**src/logic/bmx_pkg.sv**
```systemverilog
/*
 Shared constants, types and the register map of the three-master, four-slave bus matrix.
 Assumes one 50 MHz clock and a synchronous active-high reset in every user.
*/
// Notes on behaviour
// - Three masters 0..2 reach different slaves at the same time.
// - Each master has its own decoder; all decoders share one map.
// - Four slaves 0..3, each with its own separately configured arbiter.
// - Paths: master 0 to slaves 1,2; master 1 to 0,3; master 2 to all.
// - A boot window can map to either of two slaves.
// - Kind none: idle slave disconnects from every master.
// - Kind last: idle slave stays with the most recent requester.
// - Kind fixed: idle slave connects to its pinned master.
// - Pinned master changes only by a software write.
// - Slave config holds 2-bit default kind and 4-bit pinned select.
// - Round-robin or fixed priority per slave; round-robin after reset.
// - Re-arbitrate only when idle, single, burst end, or slot expiry.
// - Undefined-length bursts end predicted per master split setting.
// - Slot counter loads at burst start, counts down, breaks at zero.
// - Round-robin grants lowest master first, then rotates.
// - No default master costs one arbitration cycle per burst.
// - Last master gets zero latency; others one cycle.
// - Fixed default master gets zero latency; others one cycle.
// - Fixed priority: highest value wins, ties to highest master number.
// - Software sets a priority for every master at every slave.
// - System I/O select alone chooses system or GPIO per pin.
// - Split codes: 0 never, 1 every beat, 2/3/4 four/eight/sixteen beats.
// - A slot limit of zero disables slot breaking.
package bmx_pkg;

   // ==========================================================
   // Sizes
   localparam int NM      = 3;
   localparam int NS      = 4;
   localparam int AW      = 9;
   localparam int SYSIO_W = 16;
   localparam int SLOT_W  = 8;
   localparam int PR_W    = 2;

   // ==========================================================
   // Encodings
   typedef enum logic [1:0] {
      DM_NONE  = 2'b00,
      DM_LAST  = 2'b01,
      DM_FIXED = 2'b10
   } bmx_dm_type;
   localparam logic [2:0] SPLIT_NEVER = 3'h0;
   localparam logic [2:0] SPLIT_BEAT  = 3'h1;
   localparam logic [2:0] SPLIT_4     = 3'h2;
   localparam logic [2:0] SPLIT_8     = 3'h3;
   localparam logic [2:0] SPLIT_16    = 3'h4;
   localparam logic [1:0] TR_IDLE     = 2'h0;
   localparam logic [1:0] TR_NONSEQ   = 2'h2;
   localparam logic [2:0] BU_SINGLE   = 3'h0;
   localparam logic [2:0] BU_INCR     = 3'h1;

   // ==========================================================
   // Address map seen by every master decoder
   localparam logic [7:0] A_TOP_BOOT   = 8'h00;
   localparam logic [7:0] A_TOP_SRAM   = 8'h20;
   localparam logic [7:0] A_TOP_BRIDGE = 8'h40;
   localparam logic [1:0] A_SUB_WIN    = 2'h0;
   localparam logic [1:0] A_SUB_FLASH  = 2'h1;
   localparam logic [1:0] A_SUB_ROM    = 2'h2;
   localparam logic [1:0] S_SRAM       = 2'h0;
   localparam logic [1:0] S_ROM        = 2'h1;
   localparam logic [1:0] S_FLASH      = 2'h2;
   localparam logic [1:0] S_BRIDGE     = 2'h3;
   localparam logic [NS-1:0][NM-1:0] PATH = {3'b110, 3'b101, 3'b101, 3'b110};

   // ==========================================================
   // Register offsets, fields and reset values
   localparam logic [AW-1:0] OFF_MCFG   = 9'h000;
   localparam logic [AW-1:0] OFF_SCFG   = 9'h040;
   localparam logic [AW-1:0] OFF_PRAS   = 9'h080;
   localparam logic [AW-1:0] OFF_REMAP  = 9'h100;
   localparam logic [AW-1:0] OFF_SYSIO  = 9'h114;
   localparam logic [AW-1:0] OFF_STATUS = 9'h120;
   localparam int MCFG_STEP  = 4;
   localparam int SCFG_STEP  = 4;
   localparam int PRAS_STEP  = 8;
   localparam int MC_SPLIT   = 0;
   localparam int SC_SLOT    = 0;
   localparam int SC_KIND    = 16;
   localparam int SC_PIN     = 18;
   localparam int SC_ARB     = 24;
   localparam int PR_STRIDE  = 4;
   localparam int RM_BOOT    = 0;
   localparam int ST_BUSY    = 12;
   localparam logic [2:0] MCFG_RST = 3'h0;
   localparam logic [NS-1:0][31:0] SCFG_RST =
      {32'h00000010, 32'h00000010, 32'h00050010, 32'h00010010};
   localparam logic [NM*PR_W-1:0] PRAS_RST  = 6'h00;
   localparam logic [SYSIO_W-1:0] SYSIO_RST = 16'h0000;
   localparam logic               REMAP_RST = 1'b0;

   // ==========================================================
   // Carriers
   typedef struct packed {
      logic [1:0]  htrans;
      logic [31:0] haddr;
      logic        hwrite;
      logic [2:0]  hsize;
      logic [2:0]  hburst;
      logic [31:0] hwdata;
   } bmx_mreq_type;
   typedef struct packed {
      logic        hready;
      logic        hresp;
      logic [31:0] hrdata;
   } bmx_rsp_type;
   typedef struct packed {
      logic        hsel;
      logic [1:0]  hmaster;
      bmx_mreq_type req;
   } bmx_sreq_type;
   typedef struct packed {
      logic              arb_fixed;
      logic [3:0]        pinned;
      bmx_dm_type        kind;
      logic [SLOT_W-1:0] slot;
   } bmx_scfg_type;

endpackage
```
**src/logic/bmx_arbiter.sv**
```systemverilog
/*
 One slave arbiter: grant choice, default master, burst locking and slot limit.
 Assumes the matrix starts a transfer only from the granted master.
*/
`timescale 1ns/1ns
module bmx_arbiter
   import bmx_pkg::*;
#(
   parameter logic [NM-1:0] WIRED = 3'h7
) (
   input  wire logic              clk,
   input  wire logic              srst,
   input  wire bmx_scfg_type      cfg,
   input  wire logic [NM*PR_W-1:0] prio,
   input  wire logic [NM-1:0]     req,
   input  wire logic              start,
   input  wire logic [1:0]        start_trans,
   input  wire logic [2:0]        start_burst,
   input  wire logic [2:0]        split,
   input  wire logic              done,
   output logic                   gnt_v_r,
   output logic [1:0]             gnt_idx_r
);

   // ==========================================================
   // Helpers
   function automatic logic [4:0] burst_len(input logic [2:0] hb, input logic [2:0] sp);
      case (hb)
         BU_SINGLE: burst_len = 5'h01;
         BU_INCR: begin
            case (sp)
               SPLIT_BEAT: burst_len = 5'h01;
               SPLIT_4:    burst_len = 5'h04;
               SPLIT_8:    burst_len = 5'h08;
               SPLIT_16:   burst_len = 5'h10;
               default:    burst_len = 5'h00;
            endcase
         end
         3'h2, 3'h3: burst_len = 5'h04;
         3'h4, 3'h5: burst_len = 5'h08;
         default:    burst_len = 5'h10;
      endcase
   endfunction

   logic [1:0]        rr_ptr_r;
   logic              inflight_r;
   logic              locked_r;
   logic [4:0]        len_r;
   logic [4:0]        beat_r;
   logic [SLOT_W-1:0] slot_r;
   logic [1:0]        pick;
   logic              rearb_ok;
   logic              new_chunk;
   logic              expired;
   logic              found;

   // ==========================================================
   // Choice among requesters
   always_comb begin
      logic [1:0] idx;
      logic [PR_W-1:0] best;
      idx   = 2'h0;
      best  = '0;
      found = 1'b0;
      pick  = 2'h0;
      if (cfg.arb_fixed) begin
         for (int i = 0; i < NM; i++) begin
            if (req[i] && (!found || prio[i*PR_W +: PR_W] >= best)) begin
               found = 1'b1;
               best  = prio[i*PR_W +: PR_W];
               pick  = 2'(i);
            end
         end
      end else begin
         for (int k = NM; k >= 1; k--) begin
            idx = 2'((32'(rr_ptr_r) + k) % NM);
            if (req[idx]) begin
               found = 1'b1;
               pick  = idx;
            end
         end
      end
   end

   assign new_chunk = start && (start_trans == TR_NONSEQ || !locked_r);
   assign expired   = (cfg.slot != '0) && (slot_r == '0);
   assign rearb_ok  = !inflight_r && !start && (!locked_r || !req[gnt_idx_r]);

   // ==========================================================
   // Transfer tracking and burst locking
   always_ff @(posedge clk) begin
      if (srst) begin
         inflight_r <= 1'b0;
      end else if (start) begin
         inflight_r <= 1'b1;
      end else if (done) begin
         inflight_r <= 1'b0;
      end
   end

   always_ff @(posedge clk) begin
      if (srst) begin
         locked_r <= 1'b0;
         len_r    <= 5'h00;
         beat_r   <= 5'h00;
      end else if (new_chunk) begin
         len_r    <= burst_len(start_burst, split);
         beat_r   <= 5'h00;
         locked_r <= burst_len(start_burst, split) != 5'h01;
      end else if (done) begin
         beat_r <= beat_r + 5'h01;
         if ((len_r != 5'h00 && beat_r + 5'h01 == len_r) || expired) begin
            locked_r <= 1'b0;
         end
      end
   end

   always_ff @(posedge clk) begin
      if (srst) begin
         slot_r <= '0;
      end else if (new_chunk) begin
         slot_r <= cfg.slot;
      end else if (slot_r != '0) begin
         slot_r <= slot_r - 1'b1;
      end
   end

   // ==========================================================
   // Grant and default master
   always_ff @(posedge clk) begin
      if (srst) begin
         gnt_v_r   <= 1'b0;
         gnt_idx_r <= 2'h0;
         rr_ptr_r  <= 2'(NM - 1);
      end else if (rearb_ok) begin
         if (found) begin
            gnt_v_r   <= 1'b1;
            gnt_idx_r <= pick;
            rr_ptr_r  <= pick;
         end else begin
            case (cfg.kind)
               DM_NONE:  gnt_v_r <= 1'b0;
               DM_LAST:  gnt_v_r <= gnt_v_r;
               DM_FIXED: begin
                  gnt_v_r   <= cfg.pinned < 4'(NM) && WIRED[cfg.pinned[1:0]];
                  gnt_idx_r <= cfg.pinned[1:0];
               end
               default:  gnt_v_r <= 1'b0;
            endcase
         end
      end
   end

endmodule

```
**src/logic/bmx_matrix.sv**
```systemverilog
/*
 Bus matrix top: per-master decoders, per-slave arbiters, routing and registers.
 Assumes masters hold a request until they see ready, and slaves answer with ready.
*/
`timescale 1ns/1ns
module bmx_matrix
   import bmx_pkg::*;
(
   input  wire logic                    clk,
   input  wire logic                    srst,
   input  wire bmx_mreq_type [NM-1:0]   m_req,
   output bmx_rsp_type [NM-1:0]         m_rsp_r,
   output bmx_sreq_type [NS-1:0]        s_req_r,
   input  wire bmx_rsp_type [NS-1:0]    s_rsp,
   input  wire logic [AW-1:0]           reg_addr,
   input  wire logic [31:0]             reg_wdata,
   input  wire logic                    reg_wr,
   input  wire logic                    reg_rd,
   output logic [31:0]                  reg_rdata_r,
   output logic [SYSIO_W-1:0]           sysio_gpio_r
);

   // ==========================================================
   // Helpers
   function automatic logic [2:0] decode(input logic [31:0] a, input logic boot_flash);
      decode = 3'h0;
      case (a[31:24])
         A_TOP_BOOT: begin
            case (a[23:22])
               A_SUB_WIN:   decode = {1'b1, boot_flash ? S_FLASH : S_ROM};
               A_SUB_FLASH: decode = {1'b1, S_FLASH};
               A_SUB_ROM:   decode = {1'b1, S_ROM};
               default:     decode = 3'h0;
            endcase
         end
         A_TOP_SRAM:   decode = {1'b1, S_SRAM};
         A_TOP_BRIDGE: decode = {1'b1, S_BRIDGE};
         default:      decode = 3'h0;
      endcase
   endfunction

   function automatic bmx_scfg_type unpack_scfg(input logic [31:0] w);
      unpack_scfg.arb_fixed = w[SC_ARB];
      unpack_scfg.pinned    = w[SC_PIN +: 4];
      unpack_scfg.kind      = bmx_dm_type'(w[SC_KIND +: 2]);
      unpack_scfg.slot      = w[SC_SLOT +: SLOT_W];
   endfunction

   function automatic logic [31:0] pack_scfg(input bmx_scfg_type c);
      pack_scfg                   = '0;
      pack_scfg[SC_ARB]           = c.arb_fixed;
      pack_scfg[SC_PIN +: 4]      = c.pinned;
      pack_scfg[SC_KIND +: 2]     = c.kind;
      pack_scfg[SC_SLOT +: SLOT_W] = c.slot;
   endfunction

   // ==========================================================
   // Registers and state
   logic [NM-1:0][2:0]        mcfg_r;
   bmx_scfg_type [NS-1:0]     scfg_r;
   logic [NS-1:0][NM*PR_W-1:0] prio_r;
   logic                      boot_flash_r;
   logic [NM-1:0]             m_wait_r;
   logic [NS-1:0]             busy_r;
   logic [NS-1:0][1:0]        owner_r;

   // ==========================================================
   // Combinational routing terms
   logic [NM-1:0][2:0]        dec;
   logic [NM-1:0]             raw;
   logic [NM-1:0]             mvalid;
   logic [NM-1:0]             path_ok;
   logic [NM-1:0]             err_go;
   logic [NM-1:0]             launched;
   logic [NS-1:0][NM-1:0]     areq;
   logic [NS-1:0]             start;
   logic [NS-1:0]             done;
   logic [NS-1:0]             gnt_v;
   logic [NS-1:0][1:0]        gnt_idx;
   bmx_rsp_type [NM-1:0]      m_rsp_nxt;
   logic [31:0]               rd_nxt;

   // ==========================================================
   // Decoding, one decoder per master
   always_comb begin
      for (int m = 0; m < NM; m++) begin
         dec[m]     = decode(m_req[m].haddr, boot_flash_r);
         raw[m]     = m_req[m].htrans[1];
         mvalid[m]  = raw[m] && !m_wait_r[m] && !m_rsp_r[m].hready;
         path_ok[m] = dec[m][2] && PATH[dec[m][1:0]][m];
         err_go[m]  = mvalid[m] && !path_ok[m];
      end
   end

   // Requests to each arbiter use the raw request so that a burst owner
   // still counts as requesting in the cycle its answer is returned.
   always_comb begin
      launched = '0;
      for (int s = 0; s < NS; s++) begin
         for (int m = 0; m < NM; m++) begin
            areq[s][m] = raw[m] && path_ok[m] && dec[m][1:0] == 2'(s);
         end
         start[s] = !busy_r[s] && gnt_v[s] && areq[s][gnt_idx[s]]
                    && mvalid[gnt_idx[s]];
         done[s]  = busy_r[s] && s_rsp[s].hready;
         if (start[s]) begin
            launched[gnt_idx[s]] = 1'b1;
         end
      end
   end

   // ==========================================================
   // Arbiters, one per slave
   for (genvar s = 0; s < NS; s++) begin : g_arb
      bmx_arbiter #(
         .WIRED(PATH[s])
      ) u_arb (
         .clk        (clk),
         .srst       (srst),
         .cfg        (scfg_r[s]),
         .prio       (prio_r[s]),
         .req        (areq[s]),
         .start      (start[s]),
         .start_trans(m_req[gnt_idx[s]].htrans),
         .start_burst(m_req[gnt_idx[s]].hburst),
         .split      (mcfg_r[gnt_idx[s]]),
         .done       (done[s]),
         .gnt_v_r    (gnt_v[s]),
         .gnt_idx_r  (gnt_idx[s])
      );
   end

   // ==========================================================
   // Slave side: address phase is held for one cycle only.
   always_ff @(posedge clk) begin
      for (int s = 0; s < NS; s++) begin
         if (srst) begin
            s_req_r[s] <= '0;
         end else if (start[s]) begin
            s_req_r[s].hsel    <= 1'b1;
            s_req_r[s].hmaster <= gnt_idx[s];
            s_req_r[s].req     <= m_req[gnt_idx[s]];
         end else begin
            s_req_r[s].hsel       <= 1'b0;
            s_req_r[s].req.htrans <= TR_IDLE;
         end
      end
   end

   always_ff @(posedge clk) begin
      for (int s = 0; s < NS; s++) begin
         if (srst) begin
            busy_r[s]  <= 1'b0;
            owner_r[s] <= 2'h0;
         end else if (start[s]) begin
            busy_r[s]  <= 1'b1;
            owner_r[s] <= gnt_idx[s];
         end else if (done[s]) begin
            busy_r[s] <= 1'b0;
         end
      end
   end

   // ==========================================================
   // Master side answers
   always_comb begin
      for (int m = 0; m < NM; m++) begin
         m_rsp_nxt[m] = '0;
         for (int s = 0; s < NS; s++) begin
            if (done[s] && owner_r[s] == 2'(m)) begin
               m_rsp_nxt[m] = s_rsp[s];
               m_rsp_nxt[m].hready = 1'b1;
            end
         end
         if (err_go[m]) begin
            m_rsp_nxt[m].hready = 1'b1;
            m_rsp_nxt[m].hresp  = 1'b1;
         end
      end
   end

   always_ff @(posedge clk) begin
      if (srst) begin
         m_rsp_r <= '0;
      end else begin
         m_rsp_r <= m_rsp_nxt;
      end
   end

   always_ff @(posedge clk) begin
      for (int m = 0; m < NM; m++) begin
         if (srst) begin
            m_wait_r[m] <= 1'b0;
         end else if (launched[m]) begin
            m_wait_r[m] <= 1'b1;
         end else if (m_rsp_nxt[m].hready) begin
            m_wait_r[m] <= 1'b0;
         end
      end
   end

   // ==========================================================
   // Register writes
   // Config changes take effect at once; software should not retune a
   // slave in the middle of a burst it cares about.
   always_ff @(posedge clk) begin
      if (srst) begin
         for (int m = 0; m < NM; m++) begin
            mcfg_r[m] <= MCFG_RST;
         end
         for (int s = 0; s < NS; s++) begin
            scfg_r[s] <= unpack_scfg(SCFG_RST[s]);
            prio_r[s] <= PRAS_RST;
         end
      end else if (reg_wr) begin
         for (int m = 0; m < NM; m++) begin
            if (reg_addr == AW'(OFF_MCFG + MCFG_STEP * m)) begin
               mcfg_r[m] <= reg_wdata[MC_SPLIT +: 3];
            end
         end
         for (int s = 0; s < NS; s++) begin
            if (reg_addr == AW'(OFF_SCFG + SCFG_STEP * s)) begin
               scfg_r[s] <= unpack_scfg(reg_wdata);
            end
            if (reg_addr == AW'(OFF_PRAS + PRAS_STEP * s)) begin
               for (int m = 0; m < NM; m++) begin
                  prio_r[s][m*PR_W +: PR_W] <= reg_wdata[m*PR_STRIDE +: PR_W];
               end
            end
         end
      end
   end

   always_ff @(posedge clk) begin
      if (srst) begin
         boot_flash_r <= REMAP_RST;
         sysio_gpio_r <= SYSIO_RST;
      end else if (reg_wr) begin
         if (reg_addr == OFF_REMAP) begin
            boot_flash_r <= reg_wdata[RM_BOOT];
         end
         if (reg_addr == OFF_SYSIO) begin
            sysio_gpio_r <= reg_wdata[SYSIO_W-1:0];
         end
      end
   end

   // ==========================================================
   // Register reads, answered in the next cycle; holes read zero.
   always_comb begin
      rd_nxt = '0;
      for (int m = 0; m < NM; m++) begin
         if (reg_addr == AW'(OFF_MCFG + MCFG_STEP * m)) begin
            rd_nxt[MC_SPLIT +: 3] = mcfg_r[m];
         end
      end
      for (int s = 0; s < NS; s++) begin
         if (reg_addr == AW'(OFF_SCFG + SCFG_STEP * s)) begin
            rd_nxt = pack_scfg(scfg_r[s]);
         end
         if (reg_addr == AW'(OFF_PRAS + PRAS_STEP * s)) begin
            for (int m = 0; m < NM; m++) begin
               rd_nxt[m*PR_STRIDE +: PR_W] = prio_r[s][m*PR_W +: PR_W];
            end
         end
         if (reg_addr == OFF_STATUS) begin
            rd_nxt[3*s +: 3]    = {gnt_v[s], gnt_idx[s]};
            rd_nxt[ST_BUSY + s] = busy_r[s];
         end
      end
      if (reg_addr == OFF_REMAP) begin
         rd_nxt[RM_BOOT] = boot_flash_r;
      end
      if (reg_addr == OFF_SYSIO) begin
         rd_nxt[SYSIO_W-1:0] = sysio_gpio_r;
      end
   end

   always_ff @(posedge clk) begin
      if (srst) begin
         reg_rdata_r <= '0;
      end else if (reg_rd) begin
         reg_rdata_r <= rd_nxt;
      end else begin
         reg_rdata_r <= '0;
      end
   end

endmodule

```
**config.mk**
```make
export PLATFORM = sky130hd
export DESIGN_NAME = bmx_matrix
export DESIGN_NICKNAME = d
export VERILOG_FILES = /design/src/logic/bmx_pkg.sv /design/src/logic/bmx_arbiter.sv /design/src/logic/bmx_matrix.sv
export SDC_FILE = /design/constraint.sdc
export NUM_CORES = 2
export LEC_CHECK = 0
export ABC_AREA = 0
export BUFFER_PORTS_ARGS = -buffer_cell sky130_fd_sc_hd__buf_2
export CORE_ASPECT_RATIO = 0.5
export CORE_MARGIN = 1.5
export CORE_UTILIZATION = 35
export DETAILED_ROUTE_END_ITERATION = 12
export MAX_ROUTING_LAYER = met4
export PLACE_DENSITY = 0.57
export SLEW_MARGIN = 5
export SYNTH_ARGS = -nofsm -noshare
export SYNTH_HDL_FRONTEND = slang
export SYNTH_SLANG_ARGS = --single-unit
```
**constraint.sdc**
```tcl
create_clock -name clk -period 4.65 [get_ports clk]
set_clock_uncertainty 0.15 [all_clocks]
set_input_delay 0.2325 -clock clk [delete_from_list [all_inputs] [get_ports clk]]
set_output_delay 0.2325 -clock clk [all_outputs]
set_load 0.01 [all_outputs]
```
Word level (Yosys, flattened, before mapping)
Cells that the tools add are included.
- output and inout port bits: 454
- input port bits: 400
- register bits: 651
- word-level logic and storage cells: 811
- reduce and logical (&&, ||, !) cells: 248
- div/mod/pow operators: 12
- multiplexer cells: 279
- equality and inequality tests: 102
- bitwise operators: 8
- magnitude comparators: 39
- $add $sub $neg: 20
- operators with widths (kind ; number):
    $bmux W73 S2 ; 4
    $mux W34 ; 12
    $mod A32 B2 Y32 const B ; 12
    $mux W73 ; 4
    $pmux W5 S4 ; 8
    $mux W2 ; 61
    $mux W1 ; 108
    $mux W25 ; 4
    $logic_and A1 B1 Y1 ; 91
    $lt A2 B3 Y1 const B ; 23
    $mux W8 ; 8
    $reduce_bool A8 Y1 ; 8
    $reduce_and A2 Y1 ; 29
    $logic_not A8 Y1 ; 7
    $pmux W3 S3 ; 6
    $bmux W1 S2 ; 24
    $eq A3 B2 Y1 const B ; 16
    $mux W3 ; 16
    $reduce_bool A2 Y1 ; 23
    $bmux W3 S2 ; 7
    $eq A2 B2 Y1 const B ; 21
    $mux W5 ; 8
    $eq A3 B3 Y1 const B ; 12
    $eq A9 B7 Y1 const B ; 4
    other kinds (31) ; 192

Depth between registers and ports, before layout
- depth in word-level cells: 22
- gate-level depth with buffers: 23
- depth with buffers taken out: 22

Modules after synthesis
Synthesis repeated with hierarchy kept, for this count alone.
- cell total of the unflattened synthesis: 4280
- area, all modules: 34201.6 um^2
- modules (own cells, without submodules) (module ; cells an instance ; instances ; area an instance (um^2) ; seq. area each (um^2)):
    bmx_matrix ; 3421 ; 1 ; 27445.1 ; 10930.5
    bmx_arbiter at g_arb[1].u_arb ... ; 214 ; 2 ; 1671.6 ; 480.5
    bmx_arbiter at g_arb[3].u_arb ; 217 ; 1 ; 1722.9 ; 480.5
    bmx_arbiter at g_arb[0].u_arb ; 214 ; 1 ; 1690.4 ; 480.5

Worst setup path before layout
Ideal clock, no wire load.
- path kind: input to register
- start: input m_req[64] (netlist name)
- end: register g_arb[0].u_arb.gnt_idx_r[1]
- setup slack: -0.228 ns
- data arrival time: 4.606 ns
- stages: 22
- library setup time: 0.122 ns
- buffers on the path: 1
- required time: 4.378 ns
- path through: or4_4 -> nor4_1 -> o21ai_0 -> ha_1 -> or4_4 -> buf_4 -> nor2_1 -> and2_1 -> ha_1 -> nand2b_1 -> a21oi_1 -> nand2_1 -> nand2_1 -> mux2_2 -> ha_1 -> nand2b_1 -> a21oi_1 -> o21ai_0 -> nand2_1 -> a31oi_1 -> nor2_1 -> a21oi_1
- longest elaborated chain between the ends: 21
- elaborated cells on any way between the ends: 54
- those cells by class: order compare: 2; eq/ne: 2; mux: 30; reduce/logical: 20
- RTL lines (element ; RTL line ; text):
    start, declared ; bmx_matrix.sv:11 ; input wire bmx_mreq_type [NM-1:0] m_req,
    $eq A8 B7 Y1 (tied with other cells) ; bmx_matrix.sv:27 ; case (a[31:24])
    $pmux W3 S3 (*) ; bmx_matrix.sv:27 ;
    $bmux W3 S2 ; bmx_matrix.sv:90 ; path_ok[m] = dec[m][2] && PATH[dec[m][1:0]][m];
    $mux W1 (implied by the code) ; bmx_matrix.sv:90 ;
    $logic_and A1 B1 Y1 ; bmx_matrix.sv:90 ;
    $logic_and A1 B1 Y1 ; bmx_matrix.sv:101 ; areq[s][m] = raw[m] && path_ok[m] && dec[m][1:0] == 2'(s);
    $logic_and A1 B1 Y1 (*) ; bmx_matrix.sv:101 ;
    $mux W2 or $mux W1 (tied branches) ; bmx_arbiter.sv:68 ; if (req[i] && (!found || prio[i*PR_W +: PR_W] >= best)) begin
    (+5 left out) ; -- ;
    $mux W2 or $mux W1 (tied branches) ; bmx_arbiter.sv:66 ; if (cfg.arb_fixed) begin
    $ge A2 B2 Y1 or $logic_not A1 Y1 (tied branches) ; bmx_arbiter.sv:68 ;
    $logic_or A1 B1 Y1 ; bmx_arbiter.sv:68 ;
    $logic_and A1 B1 Y1 ; bmx_arbiter.sv:68 ;
    $mux W1 ; bmx_arbiter.sv:68 ;
    $mux W1 ; bmx_arbiter.sv:66 ;
    $reduce_bool A2 Y1 (no source line) ; -- ;
    $reduce_and A2 Y1 (no source line) ; -- ;
    end signal, assigned ; bmx_arbiter.sv:138 ; gnt_idx_r <= pick;
    end signal, assigned ; bmx_arbiter.sv:146 ; gnt_idx_r <= cfg.pinned[1:0];
    end, declared ; bmx_arbiter.sv:22 ; output logic [1:0] gnt_idx_r
Every way passes the cells marked *; elsewhere a longest branch is shown, timed or not. The select of a mux whose other input is x is not followed.
A chain may end at the register's enable or synchronous reset.

Final worst setup path
- start: register boot_flash_r
- end: register g_arb[0].u_arb.rr_ptr_r[0]
- longest elaborated chain between the ends: 21
- elaborated cells on any way between the ends: 68
- those cells by class: order compare: 2; mux: 40; reduce/logical: 26
- RTL lines (element ; RTL line ; text):
    start, declared ; bmx_matrix.sv:62 ; logic boot_flash_r;
    start signal, assigned ; bmx_matrix.sv:240 ; boot_flash_r <= reg_wdata[RM_BOOT];
    $mux W2 (*) ; bmx_matrix.sv:30 ; A_SUB_WIN: decode = {1'b1, boot_flash ? S_FLASH : S_ROM};
    $pmux W3 S3 ; bmx_matrix.sv:29 ; case (a[23:22])
    $pmux W3 S3 ; bmx_matrix.sv:27 ;
    $bmux W3 S2 ; bmx_matrix.sv:90 ;
    $mux W1 (implied by the code) ; bmx_matrix.sv:90 ;
    $logic_and A1 B1 Y1 ; bmx_matrix.sv:90 ;
    $logic_and A1 B1 Y1 (2 in series) ; bmx_matrix.sv:101 ;
    $mux W2 or $mux W1 (tied branches) ; bmx_arbiter.sv:68 ;
    (+4 left out) ; -- ;
    $mux W2 or $mux W1 (tied branches) ; bmx_arbiter.sv:68 ;
    $mux W2 or $mux W1 (tied branches) ; bmx_arbiter.sv:66 ;
    $ge A2 B2 Y1 or $logic_not A1 Y1 (tied branches) ; bmx_arbiter.sv:68 ;
    $logic_or A1 B1 Y1 ; bmx_arbiter.sv:68 ;
    $logic_and A1 B1 Y1 ; bmx_arbiter.sv:68 ;
    $mux W1 ; bmx_arbiter.sv:68 ;
    $mux W1 ; bmx_arbiter.sv:66 ;
    $reduce_and A2 Y1 (no source line) ; -- ;
    end signal, assigned ; bmx_arbiter.sv:134 ; rr_ptr_r <= 2'(NM - 1);
    end signal, assigned ; bmx_arbiter.sv:139 ; rr_ptr_r <= pick;
    end, declared ; bmx_arbiter.sv:45 ; logic [1:0] rr_ptr_r;
Marks and branches as above.

==> results_dict.tcl <==
set metrics [dict create \
    ys_seq_area_share_pct 37.7 \
    start_kind "flop" \
    hold-path-cell-count 7 \
    combPwrFrac_pct 15.4 \
    nFillCells 9325 \
    worstReg2RegStart "boot_flash_r" \
    period_minus_slack_ns 4.32 \
    yosysWarningCount 0 \
    ff_latch_area_um2 12800 \
    pwr-share-clk_pct 42.9 \
    ys_types 85 \
    max_freq_mhz 232 \
    fp-row-count 80 \
    multiInputGateArea_um2 19700 \
    synth_flop_cell "dfxtp_1" \
    cts_tree "yes" \
    max_cap_viol_count 0 \
    wirelength_mm 168 \
    p_int_uw 9850 \
    nets 6175 \
    rrSetupSlack_ns 0.33 \
    tns_ns 0 \
    setup_viol 0 \
    p_sw_uw 3760 \
    critPathMaxFanout 6 \
    die_w_um 443 \
    cts_max_path_buffers 3 \
    relSlewSlack_pct 24.6 \
    min-delay-start "m_req[198]" \
    vias_per_cell 5.68 \
    first_pass_iters 7 \
    place.gp.congestion 0.988 \
    path_buf_inv 0 \
    drc 0 \
    gr-total-overflow 0 \
    power_leakage_uw 0.0194 \
    synth_area_um2 33900 \
    hpwlAfterDp_mm 117 \
    period_share_pct 92.8 \
    swShare_pct 27.6 \
    required_ns 5.08 \
    wire_per_inst_um 23.7 \
    clk_pin_slew_ns 0.08 \
    core_um2 95600 \
    synthCells 4490 \
    hold_path_class "primary input to flop" \
    synth_area_leader_cell "dfxtp_1" \
    finalPower_uw 13600 \
    drive_above_1_share_pct 19.6 \
    holdPathEnd "s_req_r[128]" \
    hold_viol_final 0 \
    synth.top_cell.area_share_pct 37.7 \
    ir_drop_uv 264 \
    die_area_um2 98800 \
    ys_top_cells_by_count "940 x nor2_1, 703 x a21oi_1, 638 x dfxtp_1, 436 x nand2_1, 325 x mux2i_1" \
    synthArstFlopShare_pct 0 \
    whs_ns 0.0428 \
    first_global_vias 37600 \
    start_util_pct 35.5 \
    grt_max_degree 149 \
    synth.most_common_cell "nor2_1" \
    worstPathArrival_ns 4.75 \
    sequentialPowerShare_pct 41.8 \
    area_delta_synth_final_pct 40.2 \
    clock_latency_ns 0.68 \
    grt_usage_pct 33.1 \
    htreeDepth 3 \
    max_stage_delay_ns 0.63 \
    ys_ff_latch 638 \
    cp_slowest_cell "or4_4" \
    outcome "finished, final reports clean" \
    rsz0062_at_grt "no" \
    synth.area.top_cells "dfxtp_1 38%, nor2_1 10%, a21oi_1 10%" \
    reg2reg_to "g_arb[0].u_arb.rr_ptr_r[0]" \
    numCtsBuffers 66 \
    end_kind "flop" \
    crit_start "boot_flash_r" \
    dr_total_vias 40200 \
    avgSynthCellArea_um2 7.55 \
    grt_pass1_wl_mm 244 \
    cp_top_family "simple AND/OR/NAND/NOR gates" \
    crit_type "flop to flop" \
    portBuffers 835 \
    ant_nets 0 \
    critical_path.cell_chain "nor2_1, nor2_1, o21ai_1, ha_1, or4_4, nor2_4, and2_1, ha_1, nand2b_1, a21oi_1, nand2_1, nand2_1, mux2_2, ha_1, nand2b_1, a21oi_1, o2111ai_1, a2bb2oi_1, nand2_1, a21oi_1" \
    antenna_found_initial 29 \
    clock_sinks 638 \
    power_density_nw_per_um2 287 \
    root_buffer "clkbuf_16" \
    maxSlewViolCount 0 \
    fp.dieH_um 223 \
    reg2reg_depth 20 \
    drtIter0Drc 4375 \
    synth-edff-count 0 \
    worst_pin_slew_ns 1.13 \
    num_io_pins 854 \
]
-- layout make-up --
type                    count  area share, %
repair buffers           1518           22.9
multi-input cells        3442           41.4
clock inverters            29          0.861
well taps                1271           3.35
clock buffers              90           3.96
flip-flops and latches    638           26.9
diodes                     31          0.163
inverters                  59          0.466
-- worst reg2reg max path: stages (launching register included) --
cell and delay (ns):
dfxtp_2 0.35, nor2_1 0.11, nor2_1 0.05, o21ai_1 0.18, ha_1 0.28, or4_4 0.63, nor2_4 0.14, and2_1 0.15
ha_1 0.22, nand2b_1 0.14, a21oi_1 0.13, nand2_1 0.07, nand2_1 0.10, mux2_2 0.34, ha_1 0.26, nand2b_1 0.14
a21oi_1 0.20, o2111ai_1 0.14, a2bb2oi_1 0.23, nand2_1 0.08, a21oi_1 0.11
-- layer usage --
layer	vias to the layer above	share of wire (%)	track usage [%]
met5	-	0	-
li1	18300	-	-
met4	0	5.1	15.0
met2	2209	43	48.7
met1	19200	43	43.5
met3	505	9.2	7.00
-- cell usage in the layout (no fill, tap or decap), drive strengths merged, types with 9 or more instances in the layout --
cell type    count
a221oi          71
nor2           941
buf            951
ha              50
nor3b           13
nand2b          30
a21o             9
mux2i          325
dfxtp          638
and3            23
o22ai            9
a31oi           19
nor3            54
a21oi          704
a2111oi          9
xor2            23
a211oi         170
o21ai           91
mux2             9
o31ai            9
nor2b           14
or2             10
inv             67
clkinv          12
xnor2           40
diode           31
nand3          112
a22oi           70
nor4            31
conb             9
and2            27
or3             22
nand2          438
clkbuf          90
dlygate4sd3    567
-- through the flow --
stage / util [%] / instances / cell area, µm² / setup WS [ns]
floorplan: - / 4498 / 33900 / 0.0141
global placement: 41.3 / 6361 / 39500 / -0.210
detailed placement: 41.3 / 6361 / 39500 / -0.228
CTS: 49.6 / 7047 / 47400 / 0.341
global route: 49.7 / 7074 / 47500 / 0.00869
finish: 49.7 / 7078 / 47500 / 0.334
-- sequential cells by signal (all words and copies together), names as in the netlist --
signal and cells:
boot_flash_r 1, g_arb.u_arb.locked_r 4, reg_rdata_r 23, g_arb.u_arb.inflight_r 3
busy_r 1, g_arb.u_arb.rr_ptr_r 8, m_wait_r 3, g_arb.u_arb.slot_r 32
prio_r 24, g_arb.u_arb.len_r 16, g_arb.u_arb.beat_r 20, s_req_r 296
sysio_gpio_r 16, m_rsp_r 102, g_arb.u_arb.gnt_v_r 4, owner_r 8
mcfg_r 9, scfg_r 60, g_arb.u_arb.gnt_idx_r 8
-- kinds of logic (layout without fill, tap and decap cells) --
family | count (synthesis) | after routing | synth area share [%]
DFF | 638 | 638 | 37.7
buffers and inverters | 418 | 1696 | 4.95
adders and majority gates | 50 | 50 | 1.85
and+or+nand+nor | 1762 | 1762 | 22.2
muxes | 334 | 334 | 9.90
other | 1 | 40 | 0.0111
xor gates and xnor gates | 63 | 63 | 1.63
AOI/OAI and AO/OA | 1224 | 1224 | 21.8
-- power by group through the flow --
stage               clock (µW)  combinational (µW)  sequential, µW
global placement             0                1700            5800
global route              6160                2320            5700
finish                    5830                2090            5690
detailed placement           0                1730            5800
floorplan                    0                1150            5790
CTS                       5910                2060            5680
-- worst max-delay path by stage --
stage / to / slack (ns) / cells after the start
2_1_floorplan: g_arb[0].u_arb.gnt_idx_r[1] / 0.01 / 22
5_1_grt: g_arb[0].u_arb.rr_ptr_r[1] / 0.009 / 21
3_3_place_gp: g_arb[0].u_arb.gnt_idx_r[1] / -0.21 / 23
4_1_cts: g_arb[3].u_arb.rr_ptr_r[0] / 0.34 / 19
6_report: g_arb[0].u_arb.rr_ptr_r[0] / 0.33 / 20
3_5_place_dp: g_arb[3].u_arb.rr_ptr_r[0] / -0.23 / 22
-- timing repair --
action,4_1_cts,5_1_grt
buffers inserted,0,0
hold buffers,567,0
endpoints found under the setup margin,0,4
endpoints found under the hold margin,496,0
gates resized for setup,0,1
(Power assumes the default switching activity.)
